### config.mk
export PLATFORM = sky130hd
export DESIGN_NAME = esq_exception_sequencer
export DESIGN_NICKNAME = d
export VERILOG_FILES = /design/src/shared/esq_pkg.sv /design/src/rtl/esq_exception_sequencer.sv
export SDC_FILE = /design/constraint.sdc
export NUM_CORES = 1
export LEC_CHECK = 0
export ABC_CLOCK_PERIOD_IN_PS = 6200
export BUFFER_PORTS_ARGS = -buffer_cell sky130_fd_sc_hd__buf_2
export CORE_ASPECT_RATIO = 1.75
export CORE_MARGIN = 2
export CORE_UTILIZATION = 25
export CTS_CLUSTER_SIZE = 24
export DETAILED_ROUTE_END_ITERATION = 6
export GPL_ROUTABILITY_DRIVEN = 1
export MAX_ROUTING_LAYER = met4
export PLACE_DENSITY = 0.48
export SETUP_SLACK_MARGIN = 0.4
export SLEW_MARGIN = 20
export SYNTH_ARGS = -nofsm -noshare
export SYNTH_HDL_FRONTEND = slang
export SYNTH_SLANG_ARGS = --single-unit
### constraint.sdc
create_clock -name sys_clk_i -period 6.2 [get_ports sys_clk_i]
set_input_delay 0.31 -clock sys_clk_i [delete_from_list [all_inputs] [get_ports sys_clk_i]]
set_output_delay 0.31 -clock sys_clk_i [all_outputs]
set_load 0.01 [all_outputs]
### src/shared/esq_pkg.sv
/*
 * Constants and carriers of the exception sequencer.
 * Assumes a 32-bit core with a 16-bit status word.
 */
package esq_pkg;
    localparam logic [3:0] PST_CONT = 4'h0;
    localparam logic [3:0] PST_BEGIN = 4'h1;
    localparam logic [3:0] PST_USER = 4'h3;
    localparam logic [3:0] PST_PULSE = 4'h4;
    localparam logic [3:0] PST_BRANCH = 4'h5;
    localparam logic [3:0] PST_RETURN = 4'h7;
    localparam logic [3:0] PST_EXC = 4'hc;
    localparam logic [3:0] PST_EMU = 4'hd;
    localparam logic [3:0] PST_STOP = 4'he;
    localparam logic [3:0] PST_HALT = 4'hf;
    // Status word fields
    localparam int SR_T = 15;
    localparam int SR_S = 13;
    localparam int SR_M = 12;
    localparam int SR_IPL_LO = 8;
    localparam logic [15:0] SR_RESET = 16'h2700;
    localparam logic [31:0] SP_RESET = 32'h0000_0000;
    localparam logic [31:0] VBR_RESET = 32'h0000_0000;
    localparam logic [31:0] VBR_MASK = 32'hfff0_0000;
    localparam logic [31:0] SP_ALIGN = 32'hffff_fffc;
    localparam logic [31:0] FRAME_BYTES = 32'h0000_0008;
    localparam logic [7:0] USER_VEC_FIRST = 8'h40;
    localparam logic [31:0] INTERRUPT_ACK_CYCLE_BASE = 32'hffff_ffe0;
    // Bus cycle kinds
    typedef enum logic [1:0] {
        ESQ_SP_DATA = 2'b00,
        ESQ_SP_INTERRUPT_ACK_CYCLE = 2'b01,
        ESQ_SP_FETCH = 2'b10
    } esq_space_t;
    typedef struct packed {
        logic valid;
        logic write;
        esq_space_t space;
        logic [31:0] addr;
        logic [31:0] wdata;
    } esq_bus_req_t;
    typedef struct packed {
        logic start;
        logic is_irq;
        logic emu;
        logic use_next;
        logic [2:0] level;
        logic [7:0] vector;
    } esq_exc_req_t;
    typedef struct packed {
        logic insn_begin;
        logic pulse;
        logic branch;
        logic ret;
        logic sr_write;
        logic stopped;
        logic halted;
        logic [15:0] new_sr;
    } esq_core_evt_t;
endpackage
### src/rtl/esq_exception_sequencer.sv
/*
 * Exception sequencer with processor status output.
 * Assumes a one-outstanding bus with a done pulse and read data, and
 * core events that are one-cycle pulses sampled on sys_clk_i.
 */
`timescale 1ns/1ps
module esq_exception_sequencer (
    input wire logic sys_clk_i,
    input wire logic rst_i,
    input wire esq_pkg::esq_exc_req_t exc_i,
    input wire esq_pkg::esq_core_evt_t evt_i,
    input wire logic [31:0] fault_pc_i,
    input wire logic [31:0] next_pc_i,
    input wire logic [31:0] vbr_i,
    input wire logic bus_done_i,
    input wire logic [31:0] bus_rdata_i,
    output esq_pkg::esq_bus_req_t bus_o,
    output logic [15:0] status_word_o,
    output logic [31:0] shared_stack_pointer_o,
    output logic [31:0] pc_o,
    output logic busy_o,
    output logic flush_o,
    output logic [3:0] processor_status_code_o
);
    typedef enum logic [2:0] {
        ESQ_IDLE = 3'b000,
        ESQ_INTERRUPT_ACK_CYCLE = 3'b001,
        ESQ_PUSH_SR = 3'b010,
        ESQ_PUSH_PC = 3'b011,
        ESQ_VEC = 3'b100,
        ESQ_FETCH = 3'b101
    } esq_state_t;

    esq_state_t state_reg;
    logic [15:0] sr_reg;
    logic [15:0] sr_copy_reg;
    logic [31:0] sp_reg;
    logic [31:0] pc_reg;
    logic [31:0] saved_pc_reg;
    logic [7:0] vec_reg;
    logic emu_reg;
    logic busy_reg;
    logic [3:0] pst_reg;
    logic [3:0] pst_next;
    logic [31:0] frame_base;

    assign frame_base = (sp_reg & esq_pkg::SP_ALIGN) - esq_pkg::FRAME_BYTES;

    function automatic logic [31:0] vec_addr(input logic [31:0] vbr,
                                             input logic [7:0] vec);
        vec_addr = (vbr & esq_pkg::VBR_MASK)
            | {22'h0, vec, 2'b00};
    endfunction

    // Sequencer
    always_ff @(posedge sys_clk_i or posedge rst_i)
    begin
        if (rst_i)
        begin
            state_reg <= ESQ_IDLE;
            vec_reg <= 8'h00;
            emu_reg <= 1'b0;
            busy_reg <= 1'b0;
            saved_pc_reg <= 32'h0000_0000;
            sr_copy_reg <= esq_pkg::SR_RESET;
        end
        else
        begin
            case (state_reg)
                ESQ_IDLE:
                    if (exc_i.start)
                    begin
                        sr_copy_reg <= sr_reg;
                        busy_reg <= 1'b1;
                        emu_reg <= exc_i.emu;
                        saved_pc_reg <= exc_i.use_next ? next_pc_i
                                                       : fault_pc_i;
                        vec_reg <= exc_i.vector;
                        state_reg <= exc_i.is_irq ? ESQ_INTERRUPT_ACK_CYCLE : ESQ_PUSH_SR;
                    end
                ESQ_INTERRUPT_ACK_CYCLE:
                    if (bus_done_i)
                    begin
                        vec_reg <= bus_rdata_i[7:0];
                        state_reg <= ESQ_PUSH_SR;
                    end
                ESQ_PUSH_SR:
                    if (bus_done_i)
                        state_reg <= ESQ_PUSH_PC;
                ESQ_PUSH_PC:
                    if (bus_done_i)
                        state_reg <= ESQ_VEC;
                ESQ_VEC:
                    if (bus_done_i)
                        state_reg <= ESQ_FETCH;
                ESQ_FETCH:
                    if (bus_done_i)
                    begin
                        state_reg <= ESQ_IDLE;
                        busy_reg <= 1'b0;
                    end
                default:
                begin
                    state_reg <= ESQ_IDLE;
                    busy_reg <= 1'b0;
                end
            endcase
        end
    end

    // Status word
    always_ff @(posedge sys_clk_i or posedge rst_i)
    begin
        if (rst_i)
            sr_reg <= esq_pkg::SR_RESET;
        else if (state_reg == ESQ_IDLE && exc_i.start)
        begin
            sr_reg[esq_pkg::SR_S] <= 1'b1;
            sr_reg[esq_pkg::SR_T] <= 1'b0;
            if (exc_i.is_irq)
            begin
                sr_reg[esq_pkg::SR_M] <= 1'b0;
                sr_reg[esq_pkg::SR_IPL_LO +: 3] <= exc_i.level;
            end
        end
        else if (state_reg == ESQ_IDLE && (evt_i.sr_write || evt_i.ret))
            sr_reg <= evt_i.new_sr;
    end

    // Shared stack pointer and program counter
    always_ff @(posedge sys_clk_i or posedge rst_i)
    begin
        if (rst_i)
        begin
            sp_reg <= esq_pkg::SP_RESET;
            pc_reg <= 32'h0000_0000;
        end
        else if (state_reg == ESQ_PUSH_PC && bus_done_i)
            sp_reg <= frame_base;
        else if (state_reg == ESQ_VEC && bus_done_i)
            pc_reg <= bus_rdata_i;
    end

    // Bus requests
    always_ff @(posedge sys_clk_i or posedge rst_i)
    begin
        if (rst_i)
            bus_o <= '0;
        else
        begin
            bus_o <= '0;
            case (state_reg)
                ESQ_INTERRUPT_ACK_CYCLE:
                begin
                    bus_o.valid <= ~bus_done_i;
                    bus_o.space <= esq_pkg::ESQ_SP_INTERRUPT_ACK_CYCLE;
                    bus_o.addr <= esq_pkg::INTERRUPT_ACK_CYCLE_BASE
                        | {27'h0, sr_reg[esq_pkg::SR_IPL_LO +: 3], 2'b00};
                end
                ESQ_PUSH_SR:
                begin
                    bus_o.valid <= ~bus_done_i;
                    bus_o.write <= 1'b1;
                    bus_o.addr <= frame_base;
                    bus_o.wdata <= {16'h0000, sr_copy_reg};
                end
                ESQ_PUSH_PC:
                begin
                    bus_o.valid <= ~bus_done_i;
                    bus_o.write <= 1'b1;
                    bus_o.addr <= frame_base + 32'h0000_0004;
                    bus_o.wdata <= saved_pc_reg;
                end
                ESQ_VEC:
                begin
                    bus_o.valid <= ~bus_done_i;
                    bus_o.addr <= vec_addr(vbr_i, vec_reg);
                end
                ESQ_FETCH:
                begin
                    bus_o.valid <= ~bus_done_i;
                    bus_o.space <= esq_pkg::ESQ_SP_FETCH;
                    bus_o.addr <= pc_reg;
                end
                default:
                    bus_o <= '0;
            endcase
        end
    end

    // Pipeline flush on supervisor change
    always_ff @(posedge sys_clk_i or posedge rst_i)
    begin
        if (rst_i)
            flush_o <= 1'b0;
        else
            flush_o <= state_reg == ESQ_IDLE && !exc_i.start
                && (evt_i.sr_write || evt_i.ret)
                && evt_i.new_sr[esq_pkg::SR_S]
                != sr_reg[esq_pkg::SR_S];
    end

    // Processor status encoding
    always_comb
    begin
        pst_next = esq_pkg::PST_CONT;
        if (state_reg != ESQ_IDLE || exc_i.start)
            pst_next = (state_reg == ESQ_IDLE ? exc_i.emu : emu_reg)
                ? esq_pkg::PST_EMU : esq_pkg::PST_EXC;
        else if (evt_i.halted)
            pst_next = esq_pkg::PST_HALT;
        else if (evt_i.stopped)
            pst_next = esq_pkg::PST_STOP;
        else if (evt_i.ret)
            pst_next = esq_pkg::PST_RETURN;
        else if (evt_i.sr_write && !evt_i.new_sr[esq_pkg::SR_S]
                 && sr_reg[esq_pkg::SR_S])
            pst_next = esq_pkg::PST_USER;
        else if (evt_i.pulse)
            pst_next = esq_pkg::PST_PULSE;
        else if (evt_i.branch)
            pst_next = esq_pkg::PST_BRANCH;
        else if (evt_i.insn_begin)
            pst_next = esq_pkg::PST_BEGIN;
    end

    always_ff @(posedge sys_clk_i or posedge rst_i)
    begin
        if (rst_i)
            pst_reg <= esq_pkg::PST_CONT;
        else
            pst_reg <= pst_next;
    end

    assign processor_status_code_o = pst_reg;
    assign status_word_o = sr_reg;
    assign shared_stack_pointer_o = sp_reg;
    assign pc_o = pc_reg;
    assign busy_o = busy_reg;
endmodule

After elaboration in Yosys (flattened, before gate mapping)

Cells that the tools add are included.

Muxes and demuxes: 36
Reductions and logical operators: 27
Add/subtract/negate cells: 2
Bitwise operators: 5
Equal/unequal tests: 13

Operators by type and width:

| cell                                                 | count |
|---|---|
| case mux 32 bit (5 select lines)                     | 1 |
| case mux 32 bit (2 select lines)                     | 1 |
| two-way mux 3 bit                                    | 12 |
| adder 32 x 3 -> 32 bit (second input constant)       | 1 |
| two-way mux 32 bit                                   | 1 |
| OR 32 x 10 -> 32 bit                                 | 1 |
| subtractor 32 x 4 -> 32 bit (second input constant)  | 1 |
| case mux 3 bit (6 select lines)                      | 1 |
| two-way mux 16 bit                                   | 1 |
| two-way mux 8 bit                                    | 2 |
| case mux 8 bit (2 select lines)                      | 1 |
| != test 2 bit (second input constant)                | 7 |
| two-way mux 4 bit                                    | 3 |
| logical AND 1 bit                                    | 9 |
| two-way mux 1 bit                                    | 9 |
| AND reduction 2 bit                                  | 4 |
| equality test 3 x 2 -> 1 bit (second input constant) | 2 |
| equality test 3 bit (second input constant)          | 2 |
| AND reduction 3 bit                                  | 2 |
| AND reduction 6 bit                                  | 1 |
| OR reduction 5 bit                                   | 1 |
| two-way mux 2 bit                                    | 2 |
| NOT 1 bit                                            | 4 |
| case mux 2 bit (2 select lines)                      | 1 |
| 10 further kinds                                     | 13 |

Flip-flop bits (word level): 214
Output and inout bits: 154
Input port bits: 169
Logic and storage cells: 101

Logic depth before layout (Yosys ltp)

Depth in word-level cells: 8
Mapped depth: 9
Depth with buffers taken out: 7

Least setup slack after synthesis

Ideal clock, no wire load.

Kind: reg-to-reg
Start point: register sp_reg[3], in the netlist shared_stack_pointer_o[3]
End point: register bus_o[61] (netlist name)
Buffers on the path: 2
Data required time: 6.060 ns
Setup time: 0.140 ns
Clock period less this slack: 2.367 ns
Setup slack: 3.833 ns
Arrival time: 2.227 ns
Cell stages (with the launch flop): 10
Cell sequence: dfrtp_1 inv_1 ha_1 or3b_2 buf_2 nand4bb_1 clkbuf_1 nor3_1 xnor2_1 o32ai_1

Longest elaborated chain between the ends: 3

Ends and longest elaborated chain:

| element                          | line                           | RTL |
|---|---|---|
| from (decl)                      | esq_exception_sequencer.sv:37  | `logic [31:0] sp_reg;` |
| from (signal assigned)           | esq_exception_sequencer.sv:135 | `sp_reg <= esq_pkg::SP_RESET;` |
| from (signal assigned)           | esq_exception_sequencer.sv:139 | `sp_reg <= frame_base;` |
| subtractor 32 x 4 -> 32 bit      | esq_exception_sequencer.sv:47  | `assign frame_base = (sp_reg & esq_pkg::SP_ALIGN) - esq_pkg::FRAME_BYTES;` |
| named net frame_base[3]          | esq_exception_sequencer.sv:45  | `logic [31:0] frame_base;` |
| adder 32 x 3 -> 32 bit           | esq_exception_sequencer.sv:171 | `bus_o.addr <= frame_base + 32'h0000_0004;` |
| case mux 32 bit (5 select lines) | esq_exception_sequencer.sv:152 | `case (state_reg)` |
| to (decl)                        | esq_exception_sequencer.sv:17  | `output esq_pkg::esq_bus_req_t bus_o,` |

The timed path passes the listed nets, and every way through them passes these cells.
A chain may end at the register's enable or synchronous reset.

Final worst setup path

Start point: register state_reg[2]
End point: register sp_reg[25], in the netlist shared_stack_pointer_o[25]

Longest elaborated chain between the ends: 2

Ends and longest elaborated chain:

| element                      | line                           | RTL |
|---|---|---|
| from (decl)                  | esq_exception_sequencer.sv:34  | `esq_state_t state_reg;` |
| from (signal assigned)       | esq_exception_sequencer.sv:79  | `state_reg <= exc_i.is_irq ? ESQ_INTERRUPT_ACK_CYCLE : ESQ_PUSH_SR;` |
| equality test 3 x 2 -> 1 bit | esq_exception_sequencer.sv:138 | `else if (state_reg == ESQ_PUSH_PC && bus_done_i)` |
| logical AND 1 bit            | esq_exception_sequencer.sv:138 |  |

No other way between the ends.

==> results.txt <==
----------------------------------------------------
[Power and ir drop]
  Switching part of the total ... 38.8%
  Sw power ... approximately 2.4 mW
  Pwr per Cell Area ... 513 nW/um^2
  Portion of total power attributed to sequential cells ... 41.1%
  Static leakage ... 6.05 nW
  Maximum vdd drop ... 0.000182 V
  Combinational power share ... 36.0%
  Internal Pwr Total ... 3.76 mW
  Clock network fraction of design power ... between 20% and 30%

[Die]
  IO Pins ... around 320
  Die extent in y ... roughly 260 um
  Row cnt ... 92
  Initial core utilization ... 25.4%
  Placeable core region ... 36000 sq um
  Width of the chip ... 149 um
  Total Die Area ... 38200 sq um

[STA]
  Final setup vio count ... 0
  Unrepaired setup endpoints after global routing ... no
  Time the final worst path needs with I/O delays and setup ... roughly 3.8 ns
  Highest clock frequency the design can meet ... 266 MHz
  Crit share post-route ... approximately three fifths
  Maximum clock skew at final layout ... 0.0144 ns
  Final Hold Viols ... 0
  Max-slew headroom ... 32.3%
  Worst Setup Slack, final ... ~2.4 ns
  Total count of max-transition violations in the final report ... 0
  Aggregate negative setup slack ... 0 ns
  Worst Max-Slew Pin Slew ... 1.02 ns

[Logic synthesis]
  Flops & latches, synth ... between 200 and 250
  Number of warnings printed during yosys synthesis ... 0
  Async set or reset register ratio after synthesis ... 100%
  Post-Synthesis Cell Area ... 9140 sq um
  Mapped Cells ... approximately 840
  Synth Flop Type ... dfrtp_1
  Sequential fraction of the synthesis area ... between 50% and 60%
  Count of flip-flops with a built-in enable after synthesis ... 0
  Mapped Avg Cell Area ... 10.9 sq um
  Yosys cell types ... 53

[Critical path]
  Cell-by-cell listing of the critical path ... buf_4, nand2b_2, inv_1, nand3_1, nor2_1, nor4b_1, xor2_1
  Crit Path Max Fanout ... 44
  Number of buffer and inverter instances along the worst setup path ... 2
  Startpoint of the most critical setup path ... state_reg[2]
  Largest delay share family, worst path ... simple AND/OR/NAND/NOR gates
  Crit path arrival time ... 4.19 ns
  Delay contributed by the slowest stage of the critical path ... 0.76 ns
  Required time worst endpoint ... 6.63 ns
  Cell with the biggest individual delay on the critical path ... nand2b_2
  WS Path Type ... reg -> reg
  Critical path startpoint category ... flip-flop
  Kind of capture point of the worst setup path ... flip-flop
  Startpoint of the lowest-slack register-to-register path ... state_reg[2]

[Global route]
  Number of global-route vias before repair ... 7564
  Tot GR Track Use ... 16.0%
  Global-route wire length before repair ... approximately 45 mm
  Antenna violations before repair ... 2
  Maximum number of pins on one net before global-route repair ... 116
  Total gr overflow ... 0

[Clocking]
  Maximum count of clock buffers along a single path ... 3
  Sinks on Clock Net ... 211
  Later-pin clock latency in the skew report ... 0.52 ns
  Root buf cell ... clkbuf_16
  Total number of H-tree levels ... 1
  Clock transition at the registers of the reported paths ... 0.06 ns
  CTS tree ... built
  Setup Fix Bufs, Post-CTS ... 0
  Number of buffers inserted during clock tree synthesis ... 23

[Placement]
  Number of port buffers ... between 200 and 300
  DPL Wire Length ... 21.5 mm
  RePlAce Congestion ... a little over 0.8
  Setup Slack @ Placement ... 2.29 ns

[Drt]
  Total routed wirelength ... 29.9 mm
  Detailed router's first-iteration violation count ... 303
  Detailed-route wire length per cell ... 18.5 um
  Vias/cell ... 4.50
  Highest routing layer actually used ... met4
  Number of iterations in the first detailed-routing pass ... 4
  Wire length on met3 ... approximately 1.3 mm
  Drc violations ... 0
  Routed length on met1 ... 11.2 mm
  Antenna viol nets, final ... 0
  Amount of wire on met2 after detailed routing ... 16.5 mm
  Total number of vias ... 7243

[Layout]
  Nets ... about 1300
  Flip-flop count of the largest register after layout ... 68
  Most common cell after layout, fill and taps aside ... buf_2
  Most frequent cells in the layout ... 299 x buf_2, 201 x dfrtp_1, 101 x nand2_1
  Share of layout cells above drive strength 1 ... 35.6%
  Signed area change from the synthesized netlist to the final layout ... 31.2%

[Hold path]
  Classification of the worst-slack hold path ... in -> reg
  HP Start ... evt_i[7]

[Outcome]
  Outcome ... finished clean

[Run]
  Total of max-cap violations ... 0

----------------------------------------------------
synthesized netlist by cell type, drive strengths merged (2+ instances only):
master / number / area, sq um
a211oi: 2 / 15.0
a21oi: 40 / 200
a221o: 2 / 20.0
a22o: 2 / 17.5
a22oi: 9 / 67.6
and3: 20 / 125
buf: 13 / 70.1
clkbuf: 52 / 196
dfrtp: 203 / 5080
dfstp: 8 / 210
inv: 17 / 63.8
mux2: 42 / 473
mux2i: 48 / 480
nand2: 102 / 383
nand2b: 3 / 18.8
nand3: 10 / 50.1
nand4: 3 / 18.8
nor2: 53 / 199
nor2b: 7 / 43.8
nor3: 18 / 111
nor4: 13 / 81.3
o21ai: 56 / 280
o22ai: 22 / 138
o31ai: 3 / 27.5
o32ai: 6 / 52.6
or3: 9 / 56.3
or3b: 2 / 20.0
or4: 4 / 33.8
xnor2: 30 / 263
xor2: 25 / 219
cell families (layout without fill, tap and decap cells):
group	count (synthesis)	after routing	share of synthesized area (%)
compound gates	149	149	9.56
xor+xnor	55	55	5.27
fa+ha+maj	1	1	0.137
buf+inv	82	381	3.61
flops	211	211	57.9
mux	90	90	10.4
other cells	1	4	0.0410
simple gates	250	250	13.1
final timing paths:
path	end	slack, ns	cells after the start
setup / recovery	shared_stack_pointer_o[25]	2.44	7
hold / removal	status_word_o[7]	0.03	2
setup reg to reg	shared_stack_pointer_o[25]	2.44	7
hold reg to reg	sr_copy_reg[13]	0.46	2
max in group asynchronous	bus_o[63]	4.40	4
min in group asynchronous	pc_o[11]	0.50	3
metal layers:
| layer | global-route usage, % | vias to the layer above |
|---|---|---|
| met1 | 17.4 | 3511 |
| met4 | 5.40 | 0 |
| li1 | - | 3457 |
| met5 | - | - |
| met3 | 1.99 | 51 |
| met2 | 29.8 | 224 |
worst reg2reg max path, stage by stage (launching register included):
cell      delay, ns
dfrtp_2        0.39
buf_4          0.29
nand2b_2       0.76
inv_1          0.75
nand3_1        0.55
nor2_1         0.34
nor4b_1        0.37
xor2_1         0.23
power groups by stage:
stage	Combinational [mW]	Sequential (mW)	Clock (mW)
2_1_floorplan	1.29	2.51	0
3_3_place_gp	2.22	2.55	0
3_5_place_dp	2.25	2.56	0
4_1_cts	2.27	2.54	1.46
5_1_grt	2.47	2.62	1.51
6_report	2.21	2.53	1.41
layout make-up:
class	count	area, sq um
Fill cell	3683	24000
Clock buffer	33	643
Sequential cell	211	5300
Antenna cell	1	2.50
Tap cell	470	588
Timing Repair Buffer	325	1750
Clock inverter	6	109
Inverter	17	67.6
Multi-Input combinational cell	548	3540
stage by stage:
step	utilization [%]	area, sq um	hold slack (ns)	total power [mW]	cells
floorplan	-	9150	0.415	3.80	841
global placement	30.7	11100	0.448	4.78	1554
detailed placement	30.7	11100	0.454	4.81	1554
CTS	33.3	12000	0.000202	6.27	1610
global route	33.3	12000	0.00206	6.59	1611
finish	33.3	12000	0.0258	6.15	1611
repair_timing:
action,CTS,global route
hold endpoints to repair,50,0
setup endpoints to repair,0,0
resized for setup,0,0
hold buffers,17,0
Note: power is estimated with default switching activity, not from simulation.
